==> config.mk <==
export PLATFORM = sky130hd
export DESIGN_NAME = msr_host
export DESIGN_NICKNAME = d
export VERILOG_FILES = /design/src/hw/msr_pkg.sv /design/src/hw/msr_clk_div.sv /design/src/hw/msr_sync.sv /design/src/hw/msr_host.sv
export SDC_FILE = /design/constraint.sdc
export NUM_CORES = 1
export LEC_CHECK = 0
export BUFFER_PORTS_ARGS = -buffer_cell sky130_fd_sc_hd__buf_2
export CORE_ASPECT_RATIO = 0.5
export CORE_UTILIZATION = 53
export CTS_CLUSTER_SIZE = 20
export DETAILED_ROUTE_END_ITERATION = 8
export HOLD_SLACK_MARGIN = 0.06
export PLACE_DENSITY_LB_ADDON = 0.25
export SETUP_SLACK_MARGIN = 0.1
export SYNTH_ARGS = -nofsm -noshare
export SYNTH_HDL_FRONTEND = slang
export SYNTH_HIERARCHICAL = 1
export SYNTH_SLANG_ARGS = --single-unit
==> constraint.sdc <==
create_clock -name sys_clk -period 3.54 [get_ports sys_clk]
set_clock_uncertainty 0.1 [all_clocks]
set_input_delay 0.354 -clock sys_clk [delete_from_list [all_inputs] [get_ports sys_clk]]
set_output_delay 0.354 -clock sys_clk [all_outputs]
set_load 0.02 [all_outputs]
==> src/hw/msr_pkg.sv <==
package msr_pkg;
	// host register indices, one 32-bit word each
	localparam logic [3:0] REG_CTRL = 4'h0;
	localparam logic [3:0] REG_STATUS = 4'h1;
	localparam logic [3:0] REG_WADDR = 4'h2;
	localparam logic [3:0] REG_WDATA = 4'h3;
	localparam logic [3:0] REG_RADDR = 4'h4;
	localparam logic [3:0] REG_RDATA_LO = 4'h5;
	localparam logic [3:0] REG_RDATA_HI = 4'h6;
	// control bit positions (write one to start)
	localparam int CTRL_WRITE_BIT = 0;
	localparam int CTRL_READ_BIT = 1;
	localparam int CTRL_CLEAR_BIT = 2;
	// status bit positions
	localparam int STAT_BUSY_BIT = 0;
	localparam int STAT_VALID_BIT = 1;
	// geometry of the ram: 2Kx9 writes, 512x36 reads
	localparam int WR_ADDR_W = 11;
	localparam int RD_ADDR_W = 9;
	localparam int WR_DATA_W = 9;
	localparam int HALF_W = 18;
	localparam int WORD_W = 36;
	localparam int PIN_ADDR_W = 14;
	localparam int BANK_W = 3;
	localparam logic [2:0] WR_ADDR_FILL = 3'h7;
	localparam logic [4:0] RD_ADDR_FILL = 5'h1f;
	localparam logic [2:0] BANK_NONE = 3'h0;
	// reset values of host registers
	localparam logic [10:0] WADDR_RST = 11'h000;
	localparam logic [8:0] WDATA_RST = 9'h000;
	localparam logic [8:0] RADDR_RST = 9'h000;
	localparam logic [35:0] RDATA_RST = 36'h000000000;
	// ram clock timing: sys_clk is 10 MHz
	localparam int SYS_CLK_HZ = 10000000;
	localparam int RAM_CLK_HZ = 5000000;
	localparam int RAM_HALF_CYC = SYS_CLK_HZ / (2 * RAM_CLK_HZ);
	// expected ram setup: one writer one reader, plain write behaviour,
	// output register on both sides, every other setting left default
	localparam int CFG_WR_WIDTH = 9;
	localparam int CFG_RD_WIDTH = 36;
	localparam bit CFG_OUTREG_ON = 1'b1;

	typedef enum logic [2:0] {
		ST_IDLE = 3'b000,
		ST_WRITE = 3'b001,
		ST_RADDR = 3'b011,
		ST_ROREG = 3'b010,
		ST_RWAIT = 3'b110,
		ST_CLEAR = 3'b100
	} msr_state_type;

	typedef struct packed {
		logic [13:0] address_bus;
		logic address_freeze;
		logic [2:0] bank_select;
		logic [17:0] data_in;
		logic write_enable;
		logic clock_enable;
		logic outreg_enable;
		logic outreg_clear;
	} msr_pins_type;
endpackage : msr_pkg

==> src/hw/msr_clk_div.sv <==
`timescale 1ns/1ns
module msr_clk_div (
	input wire logic sys_clk,
	input wire logic rst,
	output logic ram_clk,
	output logic fall_en
);
	logic [7:0] cnt_q;
	logic [7:0] cnt_d;
	logic clk_q;
	logic last_w;

	assign last_w = (cnt_q == 8'(msr_pkg::RAM_HALF_CYC - 1));
	assign cnt_d = last_w ? 8'h00 : cnt_q + 8'h01;
	// pulse on the edge where the ram clock drops
	assign fall_en = last_w & clk_q;
	assign ram_clk = clk_q;

	always_ff @(posedge sys_clk) begin
		if (rst) begin
			cnt_q <= 8'h00;
			clk_q <= 1'b0;
		end else begin
			cnt_q <= cnt_d;
			if (last_w) begin
				clk_q <= ~clk_q;
			end
		end
	end
endmodule : msr_clk_div

==> src/hw/msr_sync.sv <==
`timescale 1ns/1ns
module msr_sync #(
	parameter int WIDTH = 36
) (
	input wire logic sys_clk,
	input wire logic rst,
	input wire logic [WIDTH-1:0] async_in,
	output logic [WIDTH-1:0] sync_out
);
	genvar i;
	generate
		for (i = 0; i < WIDTH; i++) begin : g_bit
			logic meta_q;
			logic stab_q;
			always_ff @(posedge sys_clk) begin
				if (rst) begin
					meta_q <= 1'b0;
					stab_q <= 1'b0;
				end else begin
					meta_q <= async_in[i];
					stab_q <= meta_q;
				end
			end
			assign sync_out[i] = stab_q;
		end
	endgenerate
endmodule : msr_sync

==> src/hw/msr_host.sv <==
// The strobed register port and the placing of the registers were chosen for this implementation.
`timescale 1ns/1ns
module msr_host (
	input wire logic sys_clk,
	input wire logic rst,
	input wire logic [3:0] reg_addr,
	input wire logic [31:0] reg_wdata,
	input wire logic reg_wr,
	input wire logic reg_rd,
	output logic [31:0] reg_rdata,
	output logic write_side_clock,
	output logic read_side_clock,
	output msr_pkg::msr_pins_type write_side_pins,
	output msr_pkg::msr_pins_type read_side_pins,
	input wire logic [17:0] low_half_read_out,
	input wire logic [17:0] high_half_read_out
);
	msr_pkg::msr_state_type state_q;
	msr_pkg::msr_state_type state_d;
	msr_pkg::msr_pins_type wr_pins_q;
	msr_pkg::msr_pins_type wr_pins_d;
	msr_pkg::msr_pins_type rd_pins_q;
	msr_pkg::msr_pins_type rd_pins_d;
	logic [10:0] waddr_q;
	logic [8:0] wdata_q;
	logic [8:0] raddr_q;
	logic [35:0] rword_q;
	logic valid_q;
	logic go_write_q;
	logic go_read_q;
	logic go_clear_q;
	logic [31:0] reg_rdata_q;
	logic [31:0] rd_mux;
	logic ram_clk;
	logic fall_en;
	logic [35:0] word_sync;
	logic [35:0] word_raw;
	logic busy;
	logic sel_ctrl;
	logic wr_ctrl;
	logic wr_waddr;
	logic wr_wdata;
	logic wr_raddr;
	logic rd_hi;
	logic capture;
	logic pending;
	logic idle_now;
	logic take_cmd;
	logic sel_waddr;
	logic sel_wdata;
	logic sel_raddr;
	logic sel_rdata_hi;
	logic [31:0] status_word;
	logic [31:0] waddr_word;
	logic [31:0] wdata_word;
	logic [31:0] raddr_word;
	logic [31:0] rlo_word;
	logic [31:0] rhi_word;
	logic [13:0] wr_addr_pins;
	logic [13:0] rd_addr_pins;
	logic [17:0] wr_data_pins;

	msr_clk_div u_div (
		.sys_clk(sys_clk),
		.rst(rst),
		.ram_clk(ram_clk),
		.fall_en(fall_en)
	);

	assign word_raw = {high_half_read_out, low_half_read_out};

	msr_sync #(
		.WIDTH(msr_pkg::WORD_W)
	) u_sync (
		.sys_clk(sys_clk),
		.rst(rst),
		.async_in(word_raw),
		.sync_out(word_sync)
	);

	assign write_side_clock = ram_clk;
	assign read_side_clock = ram_clk;
	assign write_side_pins = wr_pins_q;
	assign read_side_pins = rd_pins_q;

	// queued command counts as busy until the sequencer has run it
	assign pending = go_write_q | go_read_q | go_clear_q;
	assign idle_now = (state_q == msr_pkg::ST_IDLE);
	assign busy = ~idle_now | pending;
	assign take_cmd = fall_en & idle_now;

	// register decode
	assign sel_ctrl = (reg_addr == msr_pkg::REG_CTRL);
	assign sel_waddr = (reg_addr == msr_pkg::REG_WADDR);
	assign sel_wdata = (reg_addr == msr_pkg::REG_WDATA);
	assign sel_raddr = (reg_addr == msr_pkg::REG_RADDR);
	assign sel_rdata_hi = (reg_addr == msr_pkg::REG_RDATA_HI);
	assign wr_ctrl = reg_wr & sel_ctrl & ~busy;
	assign wr_waddr = reg_wr & sel_waddr & ~busy;
	assign wr_wdata = reg_wr & sel_wdata & ~busy;
	assign wr_raddr = reg_wr & sel_raddr & ~busy;
	assign rd_hi = reg_rd & sel_rdata_hi;

	// read-back words, zero above each field
	always_comb begin
		status_word = 32'h00000000;
		status_word[msr_pkg::STAT_BUSY_BIT] = busy;
		status_word[msr_pkg::STAT_VALID_BIT] = valid_q;
	end
	assign waddr_word = {21'h000000, waddr_q};
	assign wdata_word = {23'h000000, wdata_q};
	assign raddr_word = {23'h000000, raddr_q};
	assign rlo_word = {14'h0000, rword_q[17:0]};
	assign rhi_word = {14'h0000, rword_q[35:18]};

	// write address with filled low bits
	assign wr_addr_pins = {waddr_q, msr_pkg::WR_ADDR_FILL};
	// read address with filled low bits
	assign rd_addr_pins = {raddr_q, msr_pkg::RD_ADDR_FILL};
	// write data in low bits, rest zero
	assign wr_data_pins = {9'h000, wdata_q};
	// output register loaded, word settled in sync
	assign capture = fall_en & (state_q == msr_pkg::ST_RWAIT);

	always_comb begin
		rd_mux = 32'h00000000;
		case (reg_addr)
			msr_pkg::REG_STATUS: begin
				rd_mux = status_word;
			end
			msr_pkg::REG_WADDR: begin
				rd_mux = waddr_word;
			end
			msr_pkg::REG_WDATA: begin
				rd_mux = wdata_word;
			end
			msr_pkg::REG_RADDR: begin
				rd_mux = raddr_word;
			end
			msr_pkg::REG_RDATA_LO: begin
				rd_mux = rlo_word;
			end
			msr_pkg::REG_RDATA_HI: begin
				rd_mux = rhi_word;
			end
			default: begin
				rd_mux = 32'h00000000;
			end
		endcase
	end
	assign reg_rdata = reg_rdata_q;

	// sequencer: steps once per ram clock, on its falling edge
	always_comb begin
		state_d = state_q;
		case (state_q)
			msr_pkg::ST_IDLE: begin
				if (go_clear_q) begin
					state_d = msr_pkg::ST_CLEAR;
				end else if (go_write_q) begin
					state_d = msr_pkg::ST_WRITE;
				end else if (go_read_q) begin
					state_d = msr_pkg::ST_RADDR;
				end
			end
			msr_pkg::ST_WRITE: begin
				state_d = msr_pkg::ST_IDLE;
			end
			msr_pkg::ST_RADDR: begin
				state_d = msr_pkg::ST_ROREG;
			end
			msr_pkg::ST_ROREG: begin
				state_d = msr_pkg::ST_RWAIT;
			end
			msr_pkg::ST_RWAIT: begin
				state_d = msr_pkg::ST_IDLE;
			end
			msr_pkg::ST_CLEAR: begin
				state_d = msr_pkg::ST_IDLE;
			end
			default: begin
				state_d = msr_pkg::ST_IDLE;
			end
		endcase
	end

	// pin values for the coming ram cycle
	always_comb begin
		wr_pins_d = '0;
		rd_pins_d = '0;
		wr_pins_d.address_bus = wr_addr_pins;
		rd_pins_d.address_bus = rd_addr_pins;
		wr_pins_d.address_freeze = 1'b0;
		rd_pins_d.address_freeze = 1'b0;
		wr_pins_d.bank_select = msr_pkg::BANK_NONE;
		rd_pins_d.bank_select = msr_pkg::BANK_NONE;
		wr_pins_d.data_in = wr_data_pins;
		rd_pins_d.data_in = 18'h00000;
		rd_pins_d.write_enable = 1'b0;
		case (state_d)
			msr_pkg::ST_WRITE: begin
				wr_pins_d.write_enable = 1'b1;
				wr_pins_d.clock_enable = 1'b1;
			end
			msr_pkg::ST_RADDR: begin
				rd_pins_d.clock_enable = 1'b1;
			end
			msr_pkg::ST_ROREG: begin
				rd_pins_d.outreg_enable = 1'b1;
				wr_pins_d.outreg_enable = 1'b1;
			end
			msr_pkg::ST_CLEAR: begin
				// each side cleared by its own pin
				wr_pins_d.outreg_clear = 1'b1;
				rd_pins_d.outreg_clear = 1'b1;
			end
			default: begin
				wr_pins_d.write_enable = 1'b0;
			end
		endcase
	end

	always_ff @(posedge sys_clk) begin
		if (rst) begin
			state_q <= msr_pkg::ST_IDLE;
		end else if (fall_en) begin
			state_q <= state_d;
		end
	end

	// pins move as the ram clock falls, half a ram cycle before sampling
	always_ff @(posedge sys_clk) begin
		if (rst) begin
			wr_pins_q <= '0;
			rd_pins_q <= '0;
		end else if (fall_en) begin
			wr_pins_q <= wr_pins_d;
			rd_pins_q <= rd_pins_d;
		end
	end

	// pending commands, taken by the sequencer when it leaves idle
	always_ff @(posedge sys_clk) begin
		if (rst) begin
			go_write_q <= 1'b0;
			go_read_q <= 1'b0;
			go_clear_q <= 1'b0;
		end else if (wr_ctrl) begin
			go_write_q <= reg_wdata[msr_pkg::CTRL_WRITE_BIT];
			go_read_q <= reg_wdata[msr_pkg::CTRL_READ_BIT];
			go_clear_q <= reg_wdata[msr_pkg::CTRL_CLEAR_BIT];
		end else if (take_cmd) begin
			go_write_q <= 1'b0;
			go_read_q <= go_read_q & (go_write_q | go_clear_q);
			go_clear_q <= 1'b0;
		end
	end

	always_ff @(posedge sys_clk) begin
		if (rst) begin
			waddr_q <= msr_pkg::WADDR_RST;
			wdata_q <= msr_pkg::WDATA_RST;
			raddr_q <= msr_pkg::RADDR_RST;
		end else begin
			if (wr_waddr && !busy) begin
				waddr_q <= reg_wdata[10:0];
			end
			if (wr_wdata && !busy) begin
				wdata_q <= reg_wdata[8:0];
			end
			if (wr_raddr && !busy) begin
				raddr_q <= reg_wdata[8:0];
			end
		end
	end

	// captured word and its sticky valid flag; capture beats clear
	always_ff @(posedge sys_clk) begin
		if (rst) begin
			rword_q <= msr_pkg::RDATA_RST;
			valid_q <= 1'b0;
		end else begin
			if (capture) begin
				rword_q <= word_sync;
			end
			valid_q <= capture | (valid_q & ~rd_hi);
		end
	end

	// read data stand for the one cycle after the strobe
	always_ff @(posedge sys_clk) begin
		if (rst) begin
			reg_rdata_q <= 32'h00000000;
		end else begin
			reg_rdata_q <= reg_rd ? rd_mux : 32'h00000000;
		end
	end
	// no ram setting is driven from here
	// pins not in the pin groups are not driven
	// host assumes 9-wide write, 36-wide read, outregs on
	// host assumes plain write behaviour on both sides
endmodule : msr_host

**Yosys cells after proc, flatten, opt, wreduce, memory -nomap -nowiden**

Cells that the tools add are included.

- Word-level logic and storage cells: 153
- Register bits: 226
- Output and inout port bits: 114

- Muxes and demuxes: 14
- Eq/ne operators: 13
- Bitwise gates (word level): 24
- Reductions and logical operators: 10
- $add $sub $neg: 1

Operator list:

| cell | number |
|---|---|
| $pmux W18 S6 | 1 |
| $and A1 B1 Y1 | 14 |
| $eq A3 B2 Y1 const B | 4 |
| $eq A4 B3 Y1 const B | 3 |
| $mux W1 | 9 |
| $mux W3 | 3 |
| $pmux W3 S3 | 1 |
| $add A8 B1 Y8 const B | 1 |
| $eq A4 B2 Y1 const B | 2 |
| $logic_not A8 Y1 | 1 |
| $eq A3 B3 Y1 const B | 2 |
| $not A1 Y1 | 5 |
| $or A1 B1 Y1 | 5 |
| $eq A4 B1 Y1 const B | 1 |
| $logic_not A4 Y1 | 1 |
| $reduce_or A2 Y1 | 2 |
| $eq A3 B1 Y1 const B | 1 |
| $logic_and A1 B1 Y1 | 3 |
| $logic_not A3 Y1 | 1 |
| $reduce_bool A2 Y1 | 1 |
| $logic_not A1 Y1 | 1 |

**Logic depth before layout (Yosys ltp)**

- Depth in word-level cells: 6
- Depth in mapped cells: 10
- Mapped depth without buffers: 8

**By module**

The synthesis kept the hierarchy.

Modules (own cells, without submodules):

| module | area an instance (sq um) | times used | cells each | sequential area each (sq um) |
|---|---|---|---|---|
| msr_host | 5,188.7 | 1 | 592 | 2,482.4 |
| msr_sync | 2,252.2 | 1 | 188 | 1,441.4 |
| msr_clk_div | 395.4 | 1 | 45 | 180.2 |

**Least setup slack after synthesis**

OpenSTA, ideal clock, no wires.

- Path kind: register -> register
- From: register u_div.cnt_q[0]
- To: register rword_q[10]
- Buffers on the path: 2
- Cell stages (with the launch flop): 11
- Setup time: 0.132 ns
- Data arrival time: 2.217 ns
- Path slack: 1.090 ns
- Path through: dfxtp_1 inv_1 ha_1 or4b_4 nor3_1 nand2_1 or3_1 clkbuf_1 buf_2 nand2_1 a21oi_1

- Cells in the longest elaborated chain, start to end: 3

RTL lines:

| element | RTL line | text |
|---|---|---|
| start, declared | msr_clk_div.sv:8 | `logic [7:0] cnt_q;` |
| start signal, assigned | msr_clk_div.sv:24 | `cnt_q <= cnt_d;` |
| $logic_not A8 Y1 | msr_clk_div.sv:13 | `assign last_w = (cnt_q == 8'(msr_pkg::RAM_HALF_CYC - 1));` |
| $and A1 B1 Y1 | msr_clk_div.sv:16 | `assign fall_en = last_w & clk_q;` |
| via fall_en | msr_host.sv:35 | `logic fall_en;` |
| $and A1 B1 Y1 | msr_host.sv:123 | `assign capture = fall_en & (state_q == msr_pkg::ST_RWAIT);` |
| end signal, assigned | msr_host.sv:280 | `rword_q <= msr_pkg::RDATA_RST;` |
| end signal, assigned | msr_host.sv:284 | `rword_q <= word_sync;` |
| end, declared | msr_host.sv:27 | `logic [35:0] rword_q;` |

The timed path passes the listed nets, and every way through them passes these cells.
A chain may end at the register's enable or synchronous reset.

**Worst setup path in the final report**

- From: register u_div.cnt_q[0]
- To: register rword_q[21]

The elaborated chain is that of the path after synthesis.

==> metrics.txt <==
worst slew pin tran=1.11 ns; fin cells=1121; DIE AREA=15300 um2; Worst-path clk slew=0.06 ns; pre-CTS WS=0.984 ns; vias=5585; WL met3=1200 um; clk sink count=205; FMAX=390 MHz; cell row count=30; fin area=8910 um2; total global routing overflow=0; number of library cell types mapped by synthesis=44; pwr/cell area=506 nW/um2; top sig layer=met4; Setup TNS=0 ns; Ant. Diodes=0; Leakage Power=3.56 nW; GPL Wtd Cong=0.830; synthesized area per cell=9.50 um2; Crit path top cell by count=nand2_1; period utilization=72.5%; Worst Path Arrival=2.79 ns; CTS Buf Count=19; DRT met1 WL=7310 um; met2 wire length=6730 um; postcts setup bufs=0; dpl cells=1045; DRC violations left=0; Initial Util=56.0%; max_slew headroom=26.0%; critical-path cell list=inv_1 -> ha_1 -> or4b_4 -> nor3_2 -> nand2_1 -> or3_1 -> buf_4 -> nand2_1 -> a21oi_1; vias in the first global route=5036; Detail Placement HPWL=10200 um; CP peak stage delay=0.49 ns; Routed Wire Length=15600 um; Layout Nets=995; Pwr Total=4.51 mW; first-pass GRT wire length=25400 um; Final Hold Viols=0; Area Overhead vs Synth=13.8%; initial antenna violation count=0; post-synthesis adder-cell area fraction=0.319%; remaining antenna violation count=0; CTS H-tree depth=1; # hold bufs at CTS=43; ratio of cells with drive above 1 in the final layout=18.2%; largest family of logic cells by synthesized area=simple AND/OR/NAND/NOR gates; mux share of post-synthesis cell area=3.96%; TritonRoute pass-1 iters=9; post-synthesis cell count=825; Max Slew Vio Count=0; Setup Crit Path Kind=reg2reg; Root Buffer=clkbuf_16; Post-Synth XOR/XNOR Area=0.335%; Hold Path Class=in2reg; post-CTS resize count=0; port bufs=118; Seq cells post-synth=205; max cap viols=0; Core Box Area=14000 um2; sequential area share after synthesis=52.4%; Die Ht=88.0 um; Syn Std Cell Area=7840 um2; DR WL/cell=13.9 um; FILL cells=1162; latest clock arrival within the worst-skew pair=0.48 ns; Chip Width=174 um; post-route minimum period=2.57 ns; Setup crit start kind=flip-flop; vias per inst=4.98; status=completed; RSZ-0062 raised after global routing=no; Total GRT Usage=20.7%; CTS tree=built; Worst path slowest cell=or4b_4; Req. time, crit path=3.77 ns; Synth Area in Compound Gates=9.37%; Buf/Inv on CP=2; critical path fanouts, max=36; worst-case vdd ir drop=0.000265 V; DRT iter0 DRCs=483; deepest clock path buffer count=3; # IOs=190; Placement Cell Area=7920 um2; critical path endpoint category=flip-flop; largest net degree at the start of global routing=87; delay-heaviest family, CP=simple AND/OR/NAND/NOR gates; PnR worst setup slack=0.975 ns; YS warnings=6; setup violators final=0; post-synthesis simple-gate area fraction=20.0%
## cell usage after synthesis (all sizes together)
| library cell | number | area share (%) |
|---|---|---|
| o31ai | 1 | 0.096 |
| nand3 | 38 | 2.5 |
| nor2 | 54 | 2.6 |
| nand4 | 2 | 0.16 |
| nand2 | 106 | 5.1 |
| xor2 | 2 | 0.22 |
| or3 | 7 | 0.56 |
| nand3b | 2 | 0.19 |
| nor2b | 74 | 5.9 |
| a222oi | 9 | 1.1 |
| o21ba | 1 | 0.13 |
| inv | 5 | 0.24 |
| nor3 | 6 | 0.65 |
| o21ai | 4 | 0.26 |
| a31oi | 2 | 0.16 |
| nor4b | 3 | 0.80 |
| clkbuf | 12 | 0.57 |
| ha | 2 | 0.32 |
| a32oi | 2 | 0.22 |
| a211o | 1 | 0.11 |
| dfxtp | 205 | 52 |
| buf | 137 | 13 |
| o21bai | 1 | 0.14 |
| a22oi | 17 | 1.6 |
| nand2b | 4 | 0.32 |
| conb | 1 | 0.048 |
| xnor2 | 1 | 0.11 |
| nor4 | 1 | 0.080 |
| and4bb | 1 | 0.16 |
| nand4b | 1 | 0.11 |
| a21oi | 84 | 5.4 |
| a221oi | 1 | 0.11 |
| or4b | 4 | 0.61 |
| and2 | 1 | 0.080 |
| nor4bb | 2 | 0.26 |
| mux2i | 31 | 4.0 |
## layout make-up
class	count	area (um2)	area share, %
tap	192	240	2.69
clock buffer	28	529	5.94
sequential	205	4100	46.0
inverter	5	18.8	0.211
timing repair buffer	171	1100	12.3
clock inverter	5	35.0	0.393
multi-input combinational	515	2890	32.4
## state kept, by name, summed over array words and instances (netlist names)
signal               flops
go_clear_q               1
go_read_q                1
go_write_q               1
raddr_q                  9
read_side_pins          12
reg_rdata               18
rword_q                 36
state_q                  3
u_div/cnt_q              8
u_div/ram_clk            1
u_sync/g_bit.meta_q     36
u_sync/g_bit.stab_q     36
valid_q                  1
waddr_q                 11
wdata_q                  9
write_side_pins         22
## worst reg2reg max path, stage by stage, from the launching register on
cell and delay (ns):
dfxtp_1 0.33, inv_1 0.07, ha_1 0.13, or4b_4 0.49
nor3_2 0.34, nand2_1 0.16, or3_1 0.35, buf_4 0.26
nand2_1 0.13, a21oi_1 0.06
## cell usage in the layout, fill, tap and decap left out, types with 17 or more instances in the layout
cell           instances
nand2_1              106
buf_2                117
nor2_1                54
dlygate4sd3_1         43
conb_1                50
a22oi_1               17
dfxtp_1              205
nor2b_1               74
a21oi_1               84
mux2i_1               31
nand3_1               37
clkbuf_16             19
## layer usage
layer	vias to the layer above	GRT usage (%)
li1	2783	-
met1	2561	28.9
met2	208	32.8
met3	33	3.91
met4	0	6.70
met5	-	0
## through the flow
stage | utilization, % | hold WS (ns)
after global routing | 63.7 | 0.0753
after detailed placement | 56.6 | 0.322
after CTS | 63.7 | 0.0618
final | 63.7 | 0.0717
after floorplan | - | 0.314
after global placement | 56.6 | 0.318
## where the power goes
| part | switching [mW] | internal [mW] |
|---|---|---|
| logic | 0.174 | 0.111 |
| registers | 0.0168 | 2.35 |
| clock network | 0.815 | 1.04 |
| total | 1.01 | 3.51 |
## kinds of logic after synthesis
group / Yosys count
buf+inv: 154
xor+xnor: 3
flops: 205
fa+ha+maj: 2
mux: 31
other cells: 1
compound gates: 123
simple gates: 306
## path summary, 6_finish.rpt
kind | start | to | slack (ns) | depth (start not counted)
worst max-delay path | u_div/cnt_q[0] | rword_q[21] | 0.97 | 9
worst max register to register | u_div/cnt_q[0] | rword_q[21] | 0.97 | 9
worst min register to register | u_sync/g_bit[15].meta_q | u_sync/g_bit[15].stab_q | 0.33 | 1
worst min-delay path | reg_wdata[1] | wdata_q[1] | 0.07 | 3
(Power assumes the default switching activity.)
